### config.mk
export PLATFORM = sky130hd
export DESIGN_NAME = dapm_top
export DESIGN_NICKNAME = d
export VERILOG_FILES = /design/src/hdl/dapm_top.v
export VERILOG_INCLUDE_DIRS = /design/src /design/src/include
export SDC_FILE = /design/constraint.sdc
export NUM_CORES = 1
export LEC_CHECK = 0
export BUFFER_PORTS_ARGS = -buffer_cell sky130_fd_sc_hd__buf_2
export CAP_MARGIN = 20
export CORE_MARGIN = 1.5
export CORE_UTILIZATION = 30
export CTS_CLUSTER_SIZE = 28
export DETAILED_ROUTE_END_ITERATION = 8
export PLACE_DENSITY = 0.46
export SYNTH_ARGS = -nofsm -noshare
export SYNTH_HDL_FRONTEND = slang
export SYNTH_SLANG_ARGS = --single-unit
### constraint.sdc
create_clock -name clk -period 6.2 [get_ports clk]
set_clock_uncertainty 0.1 [all_clocks]
set_input_delay 0 -clock clk [delete_from_list [all_inputs] [get_ports clk]]
set_output_delay 0 -clock clk [all_outputs]
set_load 0.01 [all_outputs]
### src/include/dapm_regs.vh
// Constants of the digital audio port mapper: register map, field
// positions, reset values and channel-status codes.
// Assumes inclusion by bare name from the design files.
`ifndef DAPM_REGS_VH
`define DAPM_REGS_VH

// ----------------------------------------
// Register offsets (byte addresses)
// ----------------------------------------
`define DAPM_CTRL_OFS 4'h0
`define DAPM_STAT_OFS 4'h4
`define DAPM_DROP_OFS 4'h8
`define DAPM_CTRL_RST 32'h0000_0002

// ----------------------------------------
// Control fields
// ----------------------------------------
`define DAPM_C_RATE_LSB 0
`define DAPM_C_MASTER 3
`define DAPM_C_PREF_LSB 4
`define DAPM_C_OPT4_SPDIF 7
`define DAPM_C_PRO 8
`define DAPM_C_NONAUDIO 9
`define DAPM_C_WC_BASE 10
`define DAPM_C_WIDTH 11

// ----------------------------------------
// Sample rate codes and speeds
// ----------------------------------------
`define DAPM_R32 3'h0
`define DAPM_R44 3'h1
`define DAPM_R48 3'h2
`define DAPM_R64 3'h3
`define DAPM_R88 3'h4
`define DAPM_R96 3'h5
`define DAPM_R176 3'h6
`define DAPM_R192 3'h7
`define DAPM_SPD_SINGLE 2'h0
`define DAPM_SPD_DOUBLE 2'h1
`define DAPM_SPD_QUAD 2'h2

// ----------------------------------------
// Channel-status fields (byte values in block)
// ----------------------------------------
`define DAPM_CS_BITS 8'hc0
`define DAPM_CS_PRO_B0 8'h01
`define DAPM_CS_PRO_EMPH_NONE 8'h04
`define DAPM_CS_PRO_2CH 8'h08
`define DAPM_CS_PRO_AUX24 8'h01
`define DAPM_CS_CON_COPY 8'h04
`define DAPM_CS_NONAUDIO 8'h02

// ----------------------------------------
// Port geometry and buffering
// ----------------------------------------
`define DAPM_NPORT 3'h4
`define DAPM_NSRC 6
`define DAPM_FIFO_W 31
`define DAPM_FIFO_D 16
`define DAPM_FIFO_AW 4

`endif

### src/hdl/dapm_top.v
// Digital audio port mapper: four eight-slot optical ports, channel-status
// generation for AES and SPDIF outputs, sync selection, word clock limit.
// Assumes one 40 MHz clock, an AXI4-Lite master and slot-level serialisers.
`timescale 1ns/1ps
`include "dapm_regs.vh"

// ----------------------------------------
// Playback buffer
// ----------------------------------------
module dapm_fifo #(
	parameter W = `DAPM_FIFO_W,
	parameter D = `DAPM_FIFO_D,
	parameter AW = `DAPM_FIFO_AW
) (
	input wire clk,
	input wire rst_b,
	input wire in_valid,
	output wire in_ready,
	input wire [W-1:0] in_data,
	output wire out_valid,
	input wire out_ready,
	output wire [W-1:0] out_data
);
	reg [W-1:0] mem [0:D-1];
	reg [AW:0] wr_reg;
	reg [AW:0] rd_reg;
	wire full = (wr_reg[AW] != rd_reg[AW]) && (wr_reg[AW-1:0] == rd_reg[AW-1:0]);
	wire empty = (wr_reg == rd_reg);
	wire push = in_valid & ~full;
	wire pop = out_ready & ~empty;

	assign in_ready = ~full;
	assign out_valid = ~empty;
	assign out_data = mem[rd_reg[AW-1:0]];

	always @(posedge clk) begin
		if (push) begin
			mem[wr_reg[AW-1:0]] <= in_data;
		end
	end

	always @(posedge clk or negedge rst_b) begin
		if (!rst_b) begin
			wr_reg <= {(AW+1){1'b0}};
			rd_reg <= {(AW+1){1'b0}};
		end else begin
			if (push) begin
				wr_reg <= wr_reg + 1'b1;
			end
			if (pop) begin
				rd_reg <= rd_reg + 1'b1;
			end
		end
	end
endmodule

// Function
// - Optical port one input carries lowest channels
// - Optical port one output sends lowest channels
// - Ports two to four input carry remaining channels
// - Ports two to four output send remaining channels
// - Port four selectable as SPDIF optical
// - SPDIF on port four drops its slots, channels 25-32 at single speed
// - Received AES channel status is ignored
// - AES status professional, two channel, 24-bit aux
// - Status rate field follows current rate
// - SPDIF status selectable consumer/pro, audio/non-audio
// - SPDIF status header built fresh
// - Output status always reports no emphasis
// - Same SPDIF stream on optical and coaxial
// - Base-rate word clock stays 32 to 48 kHz
// - Double is 64/88.2/96, quad 176.4/192
// - Higher speeds spread channel over 2/4 slots
// - No valid input forces internal master
module dapm_top (
	input wire clk,
	input wire rst_b,
	input wire [3:0] s_axi_awaddr,
	input wire s_axi_awvalid,
	output wire s_axi_awready,
	input wire [31:0] s_axi_wdata,
	input wire [3:0] s_axi_wstrb,
	input wire s_axi_wvalid,
	output wire s_axi_wready,
	output reg [1:0] s_axi_bresp,
	output reg s_axi_bvalid,
	input wire s_axi_bready,
	input wire [3:0] s_axi_araddr,
	input wire s_axi_arvalid,
	output wire s_axi_arready,
	output reg [31:0] s_axi_rdata,
	output reg [1:0] s_axi_rresp,
	output reg s_axi_rvalid,
	input wire s_axi_rready,
	input wire play_valid,
	output wire play_ready,
	input wire [4:0] play_chan,
	input wire [1:0] play_phase,
	input wire [23:0] play_sample,
	output wire opt_tx_valid,
	input wire opt_tx_ready,
	output reg [1:0] opt_tx_port,
	output reg [2:0] opt_tx_slot,
	output reg [23:0] opt_tx_sample,
	input wire opt_rx_valid,
	input wire [1:0] opt_rx_port,
	input wire [2:0] opt_rx_slot,
	input wire [23:0] opt_rx_sample,
	output reg rec_valid,
	output reg [4:0] rec_chan,
	output reg [1:0] rec_phase,
	output reg [23:0] rec_sample,
	input wire [7:0] cs_index,
	output reg aes_cs_bit,
	output reg spdif_cs_bit,
	output reg spdif_coax_en,
	output reg spdif_opt_en,
	input wire [5:0] src_lock,
	output reg clk_master,
	output reg [2:0] sync_src,
	output reg [1:0] speed,
	output reg [2:0] wclk_rate
);
	// ----------------------------------------
	// Decoding helpers
	// ----------------------------------------
	function [1:0] speed_of;
		input [2:0] rate;
		begin
			if (rate == `DAPM_R176 || rate == `DAPM_R192) begin
				speed_of = `DAPM_SPD_QUAD;
			end else if (rate >= `DAPM_R64) begin
				speed_of = `DAPM_SPD_DOUBLE;
			end else begin
				speed_of = `DAPM_SPD_SINGLE;
			end
		end
	endfunction
	// Status bit builder; no input status is ever consulted
	function cs_bit;
		input pro;
		input nonaudio;
		input [2:0] rate;
		input [7:0] idx;
		reg [39:0] blk;
		reg [1:0] pfs;
		reg [3:0] cfs;
		reg [3:0] efs;
		begin
			blk = 40'h00_0000_0000;
			pfs = 2'h0;
			cfs = 4'h0;
			efs = 4'h0;
			case (rate)
				`DAPM_R32: begin pfs = 2'h3; cfs = 4'h3; end
				`DAPM_R44: begin pfs = 2'h2; cfs = 4'h0; end
				`DAPM_R48: begin pfs = 2'h1; cfs = 4'h2; end
				`DAPM_R64: begin efs = 4'h1; cfs = 4'hd; end
				`DAPM_R88: begin efs = 4'ha; cfs = 4'h1; end
				`DAPM_R96: begin efs = 4'h2; cfs = 4'h5; end
				`DAPM_R176: begin efs = 4'hb; cfs = 4'hc; end
				default: begin efs = 4'h3; cfs = 4'he; end
			endcase
			if (nonaudio) begin
				blk[7:0] = `DAPM_CS_NONAUDIO;
			end
			if (pro) begin
				blk[7:0] = blk[7:0] | `DAPM_CS_PRO_B0 | `DAPM_CS_PRO_EMPH_NONE;
				blk[7:6] = pfs;
				blk[15:8] = `DAPM_CS_PRO_2CH;
				blk[23:16] = `DAPM_CS_PRO_AUX24;
				blk[38:35] = efs;
			end else begin
				blk[7:0] = blk[7:0] | `DAPM_CS_CON_COPY;
				blk[27:24] = cfs;
			end
			cs_bit = (idx < 8'h28) ? blk[idx[5:0]] : 1'b0;
		end
	endfunction

	// ----------------------------------------
	// Register bus
	// ----------------------------------------
	reg [`DAPM_C_WIDTH-1:0] ctrl_reg;
	reg [31:0] drop_reg;
	wire wr_go = s_axi_awvalid & s_axi_wvalid & ~s_axi_bvalid;
	wire rd_go = s_axi_arvalid & ~s_axi_rvalid;
	wire [31:0] ctrl_full = {{(32-`DAPM_C_WIDTH){1'b0}}, ctrl_reg};
	wire [31:0] stat_word;
	wire [31:0] wmask;
	wire [31:0] ctrl_wr = (ctrl_full & ~wmask) | (s_axi_wdata & wmask);
	localparam [31:0] CTRL_RST = `DAPM_CTRL_RST;
	genvar gi;
	assign s_axi_awready = wr_go;
	assign s_axi_wready = wr_go;
	assign s_axi_arready = rd_go;
	generate
		for (gi = 0; gi < 4; gi = gi + 1) begin : g_lane
			assign wmask[gi*8 +: 8] = {8{s_axi_wstrb[gi]}};
		end
	endgenerate

	always @(posedge clk or negedge rst_b) begin
		if (!rst_b) begin
			ctrl_reg <= CTRL_RST[`DAPM_C_WIDTH-1:0];
			s_axi_bvalid <= 1'b0;
			s_axi_bresp <= 2'h0;
		end else begin
			if (s_axi_bvalid && s_axi_bready) begin
				s_axi_bvalid <= 1'b0;
			end
			if (wr_go) begin
				s_axi_bvalid <= 1'b1;
				s_axi_bresp <= 2'h0;
				if (s_axi_awaddr[3:2] == `DAPM_CTRL_OFS >> 2) begin
					ctrl_reg <= ctrl_wr[`DAPM_C_WIDTH-1:0];
				end else if (s_axi_awaddr[3:2] != `DAPM_STAT_OFS >> 2 &&
					s_axi_awaddr[3:2] != `DAPM_DROP_OFS >> 2) begin
					s_axi_bresp <= 2'h2;
				end
			end
		end
	end

	always @(posedge clk or negedge rst_b) begin
		if (!rst_b) begin
			s_axi_rvalid <= 1'b0;
			s_axi_rdata <= 32'h0000_0000;
			s_axi_rresp <= 2'h0;
		end else begin
			if (s_axi_rvalid && s_axi_rready) begin
				s_axi_rvalid <= 1'b0;
			end
			if (rd_go) begin
				s_axi_rvalid <= 1'b1;
				s_axi_rresp <= 2'h0;
				case (s_axi_araddr[3:2])
					`DAPM_CTRL_OFS >> 2: s_axi_rdata <= ctrl_full;
					`DAPM_STAT_OFS >> 2: s_axi_rdata <= stat_word;
					`DAPM_DROP_OFS >> 2: s_axi_rdata <= drop_reg;
					default: begin
						s_axi_rdata <= 32'h0000_0000;
						s_axi_rresp <= 2'h2;
					end
				endcase
			end
		end
	end

	wire [2:0] rate = ctrl_reg[`DAPM_C_RATE_LSB +: 3];
	wire opt4_spdif = ctrl_reg[`DAPM_C_OPT4_SPDIF];
	wire [1:0] speed_now = speed_of(rate);

	// ----------------------------------------
	// Sync selection
	// ----------------------------------------
	reg [5:0] lock_meta_reg;
	reg [5:0] lock_reg;
	reg [2:0] src_next;
	integer k;
	always @* begin
		src_next = ctrl_reg[`DAPM_C_PREF_LSB +: 3];
		if (src_next >= `DAPM_NSRC || !lock_reg[src_next]) begin
			src_next = 3'h0;
			for (k = `DAPM_NSRC - 1; k >= 0; k = k - 1) begin
				if (lock_reg[k]) begin
					src_next = k[2:0];
				end
			end
		end
	end

	// ----------------------------------------
	// Word clock limit
	// ----------------------------------------
	reg [2:0] wclk_next;
	always @* begin
		wclk_next = rate;
		if (ctrl_reg[`DAPM_C_WC_BASE]) begin
			case (rate)
				`DAPM_R64: wclk_next = `DAPM_R32;
				`DAPM_R88: wclk_next = `DAPM_R44;
				`DAPM_R96: wclk_next = `DAPM_R48;
				`DAPM_R176: wclk_next = `DAPM_R44;
				`DAPM_R192: wclk_next = `DAPM_R48;
				default: wclk_next = rate;
			endcase
		end
	end
	assign stat_word = {17'h0_0000, wclk_rate, speed, sync_src, clk_master, lock_reg};
	always @(posedge clk or negedge rst_b) begin
		if (!rst_b) begin
			lock_meta_reg <= 6'h00;
			lock_reg <= 6'h00;
			clk_master <= 1'b1;
			sync_src <= 3'h0;
			speed <= `DAPM_SPD_SINGLE;
			wclk_rate <= `DAPM_R32;
			aes_cs_bit <= 1'b0;
			spdif_cs_bit <= 1'b0;
			spdif_coax_en <= 1'b0;
			spdif_opt_en <= 1'b0;
		end else begin
			lock_meta_reg <= src_lock;
			lock_reg <= lock_meta_reg;
			clk_master <= ctrl_reg[`DAPM_C_MASTER] | ~(|lock_reg);
			sync_src <= src_next;
			speed <= speed_now;
			wclk_rate <= wclk_next;
			// AES output is always professional audio
			aes_cs_bit <= cs_bit(1'b1, 1'b0, rate, cs_index);
			spdif_cs_bit <= cs_bit(ctrl_reg[`DAPM_C_PRO],
				ctrl_reg[`DAPM_C_NONAUDIO], rate, cs_index);
			spdif_coax_en <= 1'b1;
			spdif_opt_en <= opt4_spdif;
		end
	end

	// ----------------------------------------
	// Playback path
	// ----------------------------------------
	wire f_valid;
	wire [`DAPM_FIFO_W-1:0] f_data;
	wire [4:0] f_chan = f_data[30:26];
	wire [1:0] f_phase = f_data[25:24];
	wire [1:0] pmask = (speed == `DAPM_SPD_QUAD) ? 2'h3 :
		(speed == `DAPM_SPD_DOUBLE) ? 2'h1 : 2'h0;
	// Channel index shifted by speed plus phase masked by pmask gives the global slot
	wire [6:0] tx_glob = ({2'h0, f_chan} << speed) + {5'h00, f_phase & pmask};
	wire tx_drop = tx_glob[6:5] != 2'h0 ||
		(opt4_spdif && tx_glob[4:3] == `DAPM_NPORT - 3'h1);
	reg tx_full_reg;
	wire f_take = f_valid & (~tx_full_reg | opt_tx_ready);
	assign opt_tx_valid = tx_full_reg;
	// Drain when the output slot is empty or the serialiser takes it, so a stalled link fills the buffer behind one held item
	dapm_fifo #(
		.W(`DAPM_FIFO_W),
		.D(`DAPM_FIFO_D),
		.AW(`DAPM_FIFO_AW)
	) u_fifo (
		.clk(clk),
		.rst_b(rst_b),
		.in_valid(play_valid),
		.in_ready(play_ready),
		.in_data({play_chan, play_phase, play_sample}),
		.out_valid(f_valid),
		.out_ready(f_take),
		.out_data(f_data)
	);
	always @(posedge clk or negedge rst_b) begin
		if (!rst_b) begin
			tx_full_reg <= 1'b0;
			opt_tx_port <= 2'h0;
			opt_tx_slot <= 3'h0;
			opt_tx_sample <= 24'h00_0000;
			drop_reg <= 32'h0000_0000;
		end else begin
			if (opt_tx_ready) begin
				tx_full_reg <= 1'b0;
			end
			if (f_take) begin
				if (tx_drop) begin
					drop_reg <= drop_reg + 32'h0000_0001;
				end else begin
					tx_full_reg <= 1'b1;
					opt_tx_port <= tx_glob[4:3];
					opt_tx_slot <= tx_glob[2:0];
					opt_tx_sample <= f_data[23:0];
				end
			end
		end
	end

	// ----------------------------------------
	// Record path
	// ----------------------------------------
	wire [4:0] rx_glob = {opt_rx_port, opt_rx_slot};
	wire rx_skip = opt4_spdif && opt_rx_port == `DAPM_NPORT - 3'h1;
	always @(posedge clk or negedge rst_b) begin
		if (!rst_b) begin
			rec_valid <= 1'b0;
			rec_chan <= 5'h00;
			rec_phase <= 2'h0;
			rec_sample <= 24'h00_0000;
		end else begin
			rec_valid <= opt_rx_valid & ~rx_skip;
			if (opt_rx_valid && !rx_skip) begin
				rec_chan <= rx_glob >> speed;
				rec_phase <= rx_glob[1:0] & pmask;
				rec_sample <= opt_rx_sample;
			end
		end
	end
endmodule

==> results of run 1 <==
cells in the final DEF, fill, tap and decap left out, types with 9 or more instances in the layout:
cell type	n
nand2_1	143
mux2i_1	39
buf_4	32
a22o_1	18
dlygate4sd3_1	173
nor3_1	24
inv_1	27
a21oi_1	34
clkbuf_1	15
buf_2	214
ha_1	9
mux2_2	17
nand3_1	20
edfxtp_1	496
nor2_4	12
nand4_1	11
nand2b_1	10
xnor2_1	16
and3_1	9
nor2b_1	9
xor2_1	32
nor2_1	40
a22oi_1	13
clkbuf_16	79
clkinv_2	17
mux2_1	30
o21ai_0	40
mux4_2	140
dfrtp_1	171
per-layer routing:
metal,up-vias,wire length [um]
li1,6748,-
met3,93,2650
met4,4,1500
met5,-,21
met1,7779,30000
met2,329,33100
cell usage after synthesis (all sizes together) (3+ instances only):
master / number / area, um2
or3: 3 / 18.8
a211oi: 3 / 22.5
o31ai: 5 / 37.5
nor3: 28 / 140
or2: 5 / 31.3
nand3: 20 / 100
a22o: 18 / 158
a21o: 4 / 30.0
mux2i: 39 / 390
inv: 29 / 109
nor4: 11 / 113
and2: 5 / 31.3
o211ai: 5 / 37.5
xor2: 32 / 280
nand2: 144 / 541
nor2: 52 / 195
a21oi: 34 / 170
buf: 30 / 163
clkbuf: 49 / 184
nor2b: 9 / 56.3
dfrtp: 174 / 4350
o21ai: 41 / 205
a22oi: 13 / 97.6
and3: 9 / 56.3
xnor2: 16 / 140
nand4: 11 / 68.8
mux2: 47 / 529
ha: 9 / 113
edfxtp: 496 / 14900
nand2b: 10 / 62.6
mux4: 140 / 3150
worst max-delay path, cell delays in order (launching register included):
cell	delay, ns
dfrtp_4	1.04
nor2_1	0.19
a22oi_1	0.42
nand2_1	0.12
o21a_1	0.20
nor2_1	0.08
a21oi_1	0.04
or2_2	0.33
fa_1	0.42
inv_1	0.12
nand2_1	0.06
a311o_1	0.26
a211oi_1	0.19
a211o_1	0.18
a22oi_1	0.10
nand2_2	0.20
buf_12	0.27
mux2_1	0.36
what timing repair did:
action,CTS,global route
hold endpoints to repair,680,0
hold buffers,174,0
endpoints found under the setup margin,0,0
worst max path at each step:
| stage | endpoint | slack (ns) | depth (start not counted) |
|---|---|---|---|
| after CTS | opt_tx_sample[23] | 1.26 | 17 |
| after global placement | opt_tx_sample[6] | 1.26 | 17 |
| after detailed placement | opt_tx_sample[8] | 1.28 | 17 |
| after floorplan | drop_reg[1] | 1.12 | 18 |
| final | opt_tx_sample[4] | 1.32 | 17 |
| after global routing | opt_tx_sample[23] | 0.96 | 17 |
cell families after synthesis:
kind of cell,share of synthesized area [%]
AO/OA/AOI/OAI,3.40
flip-flops,72.2
other,0.0281
multiplexers,15.2
adder cells (fa/ha/maj),0.496
XOR/XNOR,1.57
AND/OR/NAND/NOR,5.35
buffers and inverters,1.70
power breakdown:
part	switching [mW]	internal, mW	total [mW]
registers	0.504	5.44	5.94
clock network	1.92	2.68	4.60
logic	2.00	1.88	3.88
total	4.42	10.0	14.4
stage by stage:
stage               instance area (um2)  cells  total power, mW  hold WS (ns)
global placement                  29400   2852             9.82        0.0114
floorplan                         26700   1516             8.48        -0.396
CTS                               33700   3171             14.7         0.101
finish                            33800   3174             14.4         0.169
detailed placement                29400   2852             9.88       0.00968
global route                      33800   3173             15.2         0.170
layout make-up:
| class | count | share of cell area [%] |
|---|---|---|
| flip-flops and latches | 672 | 57.2 |
| multi-input cells | 736 | 21.0 |
| repair buffers | 426 | 9.45 |
| clock buffers | 101 | 6.30 |
| well taps | 1165 | 4.32 |
| clock inverters | 44 | 1.44 |
| inverters | 29 | 0.322 |
| diodes | 1 | 0.00741 |
==> impl_metrics.csv, run 1 <==
group,metric,value,unit
grt,antenna_found_initial,4,
min_path,min_to,"s_axi_bvalid",
finish,largest_reg_flops,496,
cts,cts.clk_slew.worst_paths,0.06,ns
setup_path,cp-start-kind,"flip-flop",
yosys,synth-seq-cells,672,
setup_path,worstReg2RegEnd,"opt_tx_sample[4]",
grt,overflow,0,
finish,fin_util,38.2,%
cts,cts_resized,0,
die,die_h,302,um
pwr,irDropWorstVdd,216,uV
drt,drc,0,
die,row_count,109,
yosys,synthArstFlopShare,26.2,%
drt,drt-vias-per-instance,4.71,
timing,hold_viol_final,0,
yosys,syn_inst,1515,
die,die_area,90900,um2
finish,fillers,8206,
drt,antenna_left,0,
grt,met1_usage,19.8,%
die,fp.coreArea,88400,um2
timing,rsz0062_at_grt,"false",
timing,post-route-period-util,78.7,%
grt,first_global_vias,15800,
placement,globalplace.congestion,0.786,
timing,fmax,0.205,GHz
cts,cts_tree,"built",
placement,pre_cts_ws,1.28,ns
min_path,hp-class,"in -> reg",
timing,tns,0,ns
setup_path,ff2ff_path_depth,17,
placement,place_hpwl,39.1,mm
die,io_pins,245,
grt,busiest_layer,"met2",
setup_path,critical_path_class,"reg -> reg",
yosys,synthDistinctLibCells,56,
placement,port_buffers,215,
cts,clock_path_buffers,3,
finish,ff_latch_area,19300,um2
finish,multiInputGateArea,7090,um2
die,start_util,30.2,%
yosys,synth_edf_count,496,
pwr,p_leak,12.5,nW
cts,worstSkewPairLatency,0.63,ns
drt,drtIter0Drc,948,
drt,drtPass1Iterations,5,
cts,cts_buffers,79,
timing,setup_ws,1.32,ns
finish,drive_gt1_share,28.4,%
timing,relSlewSlack,32.3,%
run_status,status,"complete, no violations",
setup_path,arrival,5.29,ns
timing,tightest_slew,1.01,ns
yosys,synthesis.area,26700,um2
cts,cts_setup_buffers,0,
yosys,synth_ff_type,"edfxtp_1",
pwr,cellPowerDensity,427,nW/um2
setup_path,crit_path_end_kind,"flip-flop",
timing,min_period,4.88,ns
timing,drv_slew,0,
min_path,hold_path_depth,4,
drt,wl_per_cell,21.2,um
die,die_x,302,um
setup_path,cp_max_fo,48,
min_path,hold_path_startpoint,"s_axi_wvalid",
cts,cts_sinks,672,
drt,vias,15000,
grt,grt_max_degree,91,
yosys,ys_seq_area_share,72.2,%
grt,grt_util_met2,25.3,%
grt,grt_pass1_wl,101,mm
yosys,synth.avg_cell_area,17.6,um2
grt,grt_usage,14.9,%
setup_path,crit_start,"u_fifo.rd_reg[0]",
setup_path,rrSetupSlack,1.32,ns
cts,cts-root-buf,"clkbuf_16",
setup_path,cp.required,6.61,ns
grt,met3_usage,2.44,%
setup_path,r2r_start,"u_fifo.rd_reg[0]",
cts,htreeDepth,3,
finish,final_nets,2082,
finish,syn2layout_area_growth,26.4,%
yosys,ys_warn_count,0,
flow_run,drv_cap,0,
timing,setup_viol,0,
drt,drt-total-wl,67.2,mm
No activity file was read; power rests on OpenSTA's default activity.
==> inputs of run 2 (changes only) <==
==> constraint.sdc (replaced) <==
create_clock -name clk -period 4.55 [get_ports clk]
set_clock_uncertainty 0.1 [all_clocks]
set_input_delay 0 -clock clk [delete_from_list [all_inputs] [get_ports clk]]
set_output_delay 0 -clock clk [all_outputs]
set_load 0.01 [all_outputs]
==> run 2 against run 1 <==
Register-to-register slack worse by 1.0 ns. Clock-buffer cell count up 6. Sequential share of layout area up 0.11 points. First-iteration DRC count down 4.1%. Fmax up 14%. Global-route usage about the same. Wire length up 1.7%. Die area unchanged. Via count about the same. Design area down 0.19%. Final cell count about the same. Non-clock buffer count down 2.
==> impl_metrics.csv, run 2 (same netlist as run 1, synthesis figures left out) <==
group,metric,value,unit
die,die_h,302,um
setup_path,arrival,4.67,ns
setup_path,worstReg2RegEnd,"opt_tx_sample[20]",
placement,post-place-cells,2870,
finish,final_nets,2079,
run_status,status,"complete, no violations",
placement,globalplace.congestion,0.773,
pwr,cellPowerDensity,585,nW/um2
drt,drtPass1Iterations,5,
timing,min_period,4.27,ns
min_path,hold_path_depth,4,
grt,antenna_found_initial,4,
drt,drc,0,
setup_path,cp-start-kind,"flip-flop",
cts,clock_path_buffers,3,
setup_path,crit_path_end_kind,"flip-flop",
setup_path,endpoint,"opt_tx_sample[20]",
setup_path,path_cells,"buf_6, mux4_2, mux4_2, nor2b_1, ha_1, inv_1, fa_1, inv_1, nand2_1, a311o_1, a211oi_1, a211o_1, a22oi_1, nand2_2, buf_12, clkbuf_16, mux2_1",
grt,grt_max_degree,84,
die,fp.coreArea,88400,um2
finish,fin_cells,3171,
cts,htreeDepth,3,
finish,final_common_cell,"edfxtp_1",
min_path,hp-class,"in -> reg",
cts,cts_sinks,672,
drt,drt-vias-per-instance,4.72,
timing,post-route-period-util,93.9,%
drt,antenna_left,0,
setup_path,cp_max_fo,22,
die,io_pins,245,
finish,syn2layout_area_growth,26.1,%
timing,hold_viol_final,0,
flow_run,drv_cap,0,
cts,cts.clk_slew.worst_paths,0.06,ns
setup_path,critPathSlowestCell,"dfrtp_4",
finish,largest_reg_flops,496,
drt,drt-total-wl,68.3,mm
placement,port_buffers,215,
drt,vias,15000,
cts,cts-root-buf,"clkbuf_16",
finish,fillers,8151,
cts,cts_buffers,78,
timing,drv_slew,0,
timing,setup_viol,0,
placement,place_hpwl,39.3,mm
die,die_x,302,um
drt,wl_per_cell,21.6,um
setup_path,rrSetupSlack,0.28,ns
setup_path,cp.required,4.95,ns
timing,relSlewSlack,44.8,%
pwr,power,19.7,mW
cts,worstSkewPairLatency,0.64,ns
grt,grt_usage,14.9,%
die,start_util,30.2,%
pwr,p_leak,12.5,nW
setup_path,crit_start,"u_fifo.rd_reg[1]",
setup_path,ff2ff_path_depth,17,
setup_path,r2r_start,"u_fifo.rd_reg[1]",
timing,fmax,0.234,GHz
setup_path,critical_path_class,"reg -> reg",
grt,first_global_vias,15800,
setup_path,cp_slowest_stage_delay,0.59,ns
die,row_count,109,
grt,overflow,0,
finish,drive_gt1_share,28.9,%
drt,drtIter0Drc,909,
die,die_area,90900,um2
timing,tightest_slew,0.826,ns
finish,layout_common_cells,"edfxtp_1, buf_2, dfrtp_1",
grt,grt_pass1_wl,101,mm
pwr,irDropWorstVdd,282,uV
cts,cts_tree,"built",
run 2: changes by cell type in the layout (fill, tap and decap cells not counted), sizes merged:
| cell | change |
|---|---|
| bufinv | -2 |
| inv | -2 |
| clkinvlp | -1 |
| dlygate4sd3 | -25 |
| clkbuf | +8 |
| clkinv | -2 |
| buf | +21 |
run 2: repair_timing:
item | CTS | global route
endpoints found under the hold margin | 669 | 0
endpoints found under the setup margin | 0 | 23
setup buffers | 0 | 4
hold buffers | 149 | 0
gates resized for setup | 0 | 4
run 2: worst min-delay path by stage:
| stage | start | end |
|---|---|---|
| global placement | src_lock[4] | lock_meta_reg[4] |
| finish | opt_rx_sample[4] | rec_sample[4] |
| detailed placement | src_lock[4] | lock_meta_reg[4] |
| CTS | opt_rx_sample[4] | rec_sample[4] |
| global route | opt_rx_sample[4] | rec_sample[4] |
| floorplan | rst_b | asynchronous set/reset pin |
run 2: power breakdown:
group / switching (mW) / leakage (nW) / internal [mW]
registers: 0.454 / 6.69 / 7.42
logic: 3.08 / 4.63 / 2.78
clock network: 2.54 / 1.19 / 3.43
total: 6.08 / 12.5 / 13.6
run 2: through the flow:
stage	cell area (um2)	setup TNS (ns)	setup WS (ns)	hold WS [ns]	util (%)
after floorplan	26800	-0.0147	-0.0147	-0.396	-
after global placement	29600	0	0.279	0.0130	33.5
after detailed placement	29600	0	0.292	0.00942	33.5
after CTS	33600	0	0.263	0.00903	38.0
after global routing	33700	-0.0570	-0.0194	0.0494	38.1
final	33700	0	0.277	0.0314	38.1
run 2: metal layers:
layer | routed length [um] | GRT usage, % | vias to the layer above
li1 | - | - | 6738
met1 | 30200 | 19.6 | 7806
met2 | 33900 | 25.3 | 321
met3 | 3080 | 3.01 | 88
met4 | 1090 | 3.62 | 4
met5 | 23 | 0 | -
run 2: area by class of cell:
| cell class | instances | area (um2) | share of cell area (%) |
|---|---|---|---|
| clock buffers | 107 | 2090 | 6.20 |
| flip-flops and latches | 672 | 19300 | 57.3 |
| repair buffers | 424 | 3250 | 9.65 |
| well taps | 1165 | 1460 | 4.32 |
| clock inverters | 37 | 364 | 1.08 |
| diodes | 1 | 2.50 | 0.00742 |
| inverters | 29 | 109 | 0.323 |
| multi-input cells | 736 | 7130 | 21.1 |
run 2: critical path, delay by kind of cell, from the launching register on:
kind	cells	cell delay [ns]
mux	3	1.19
buf+inv	5	0.84
compound gates	4	0.66
flops	1	0.59
fa+ha+maj	2	0.42
simple gates	3	0.33
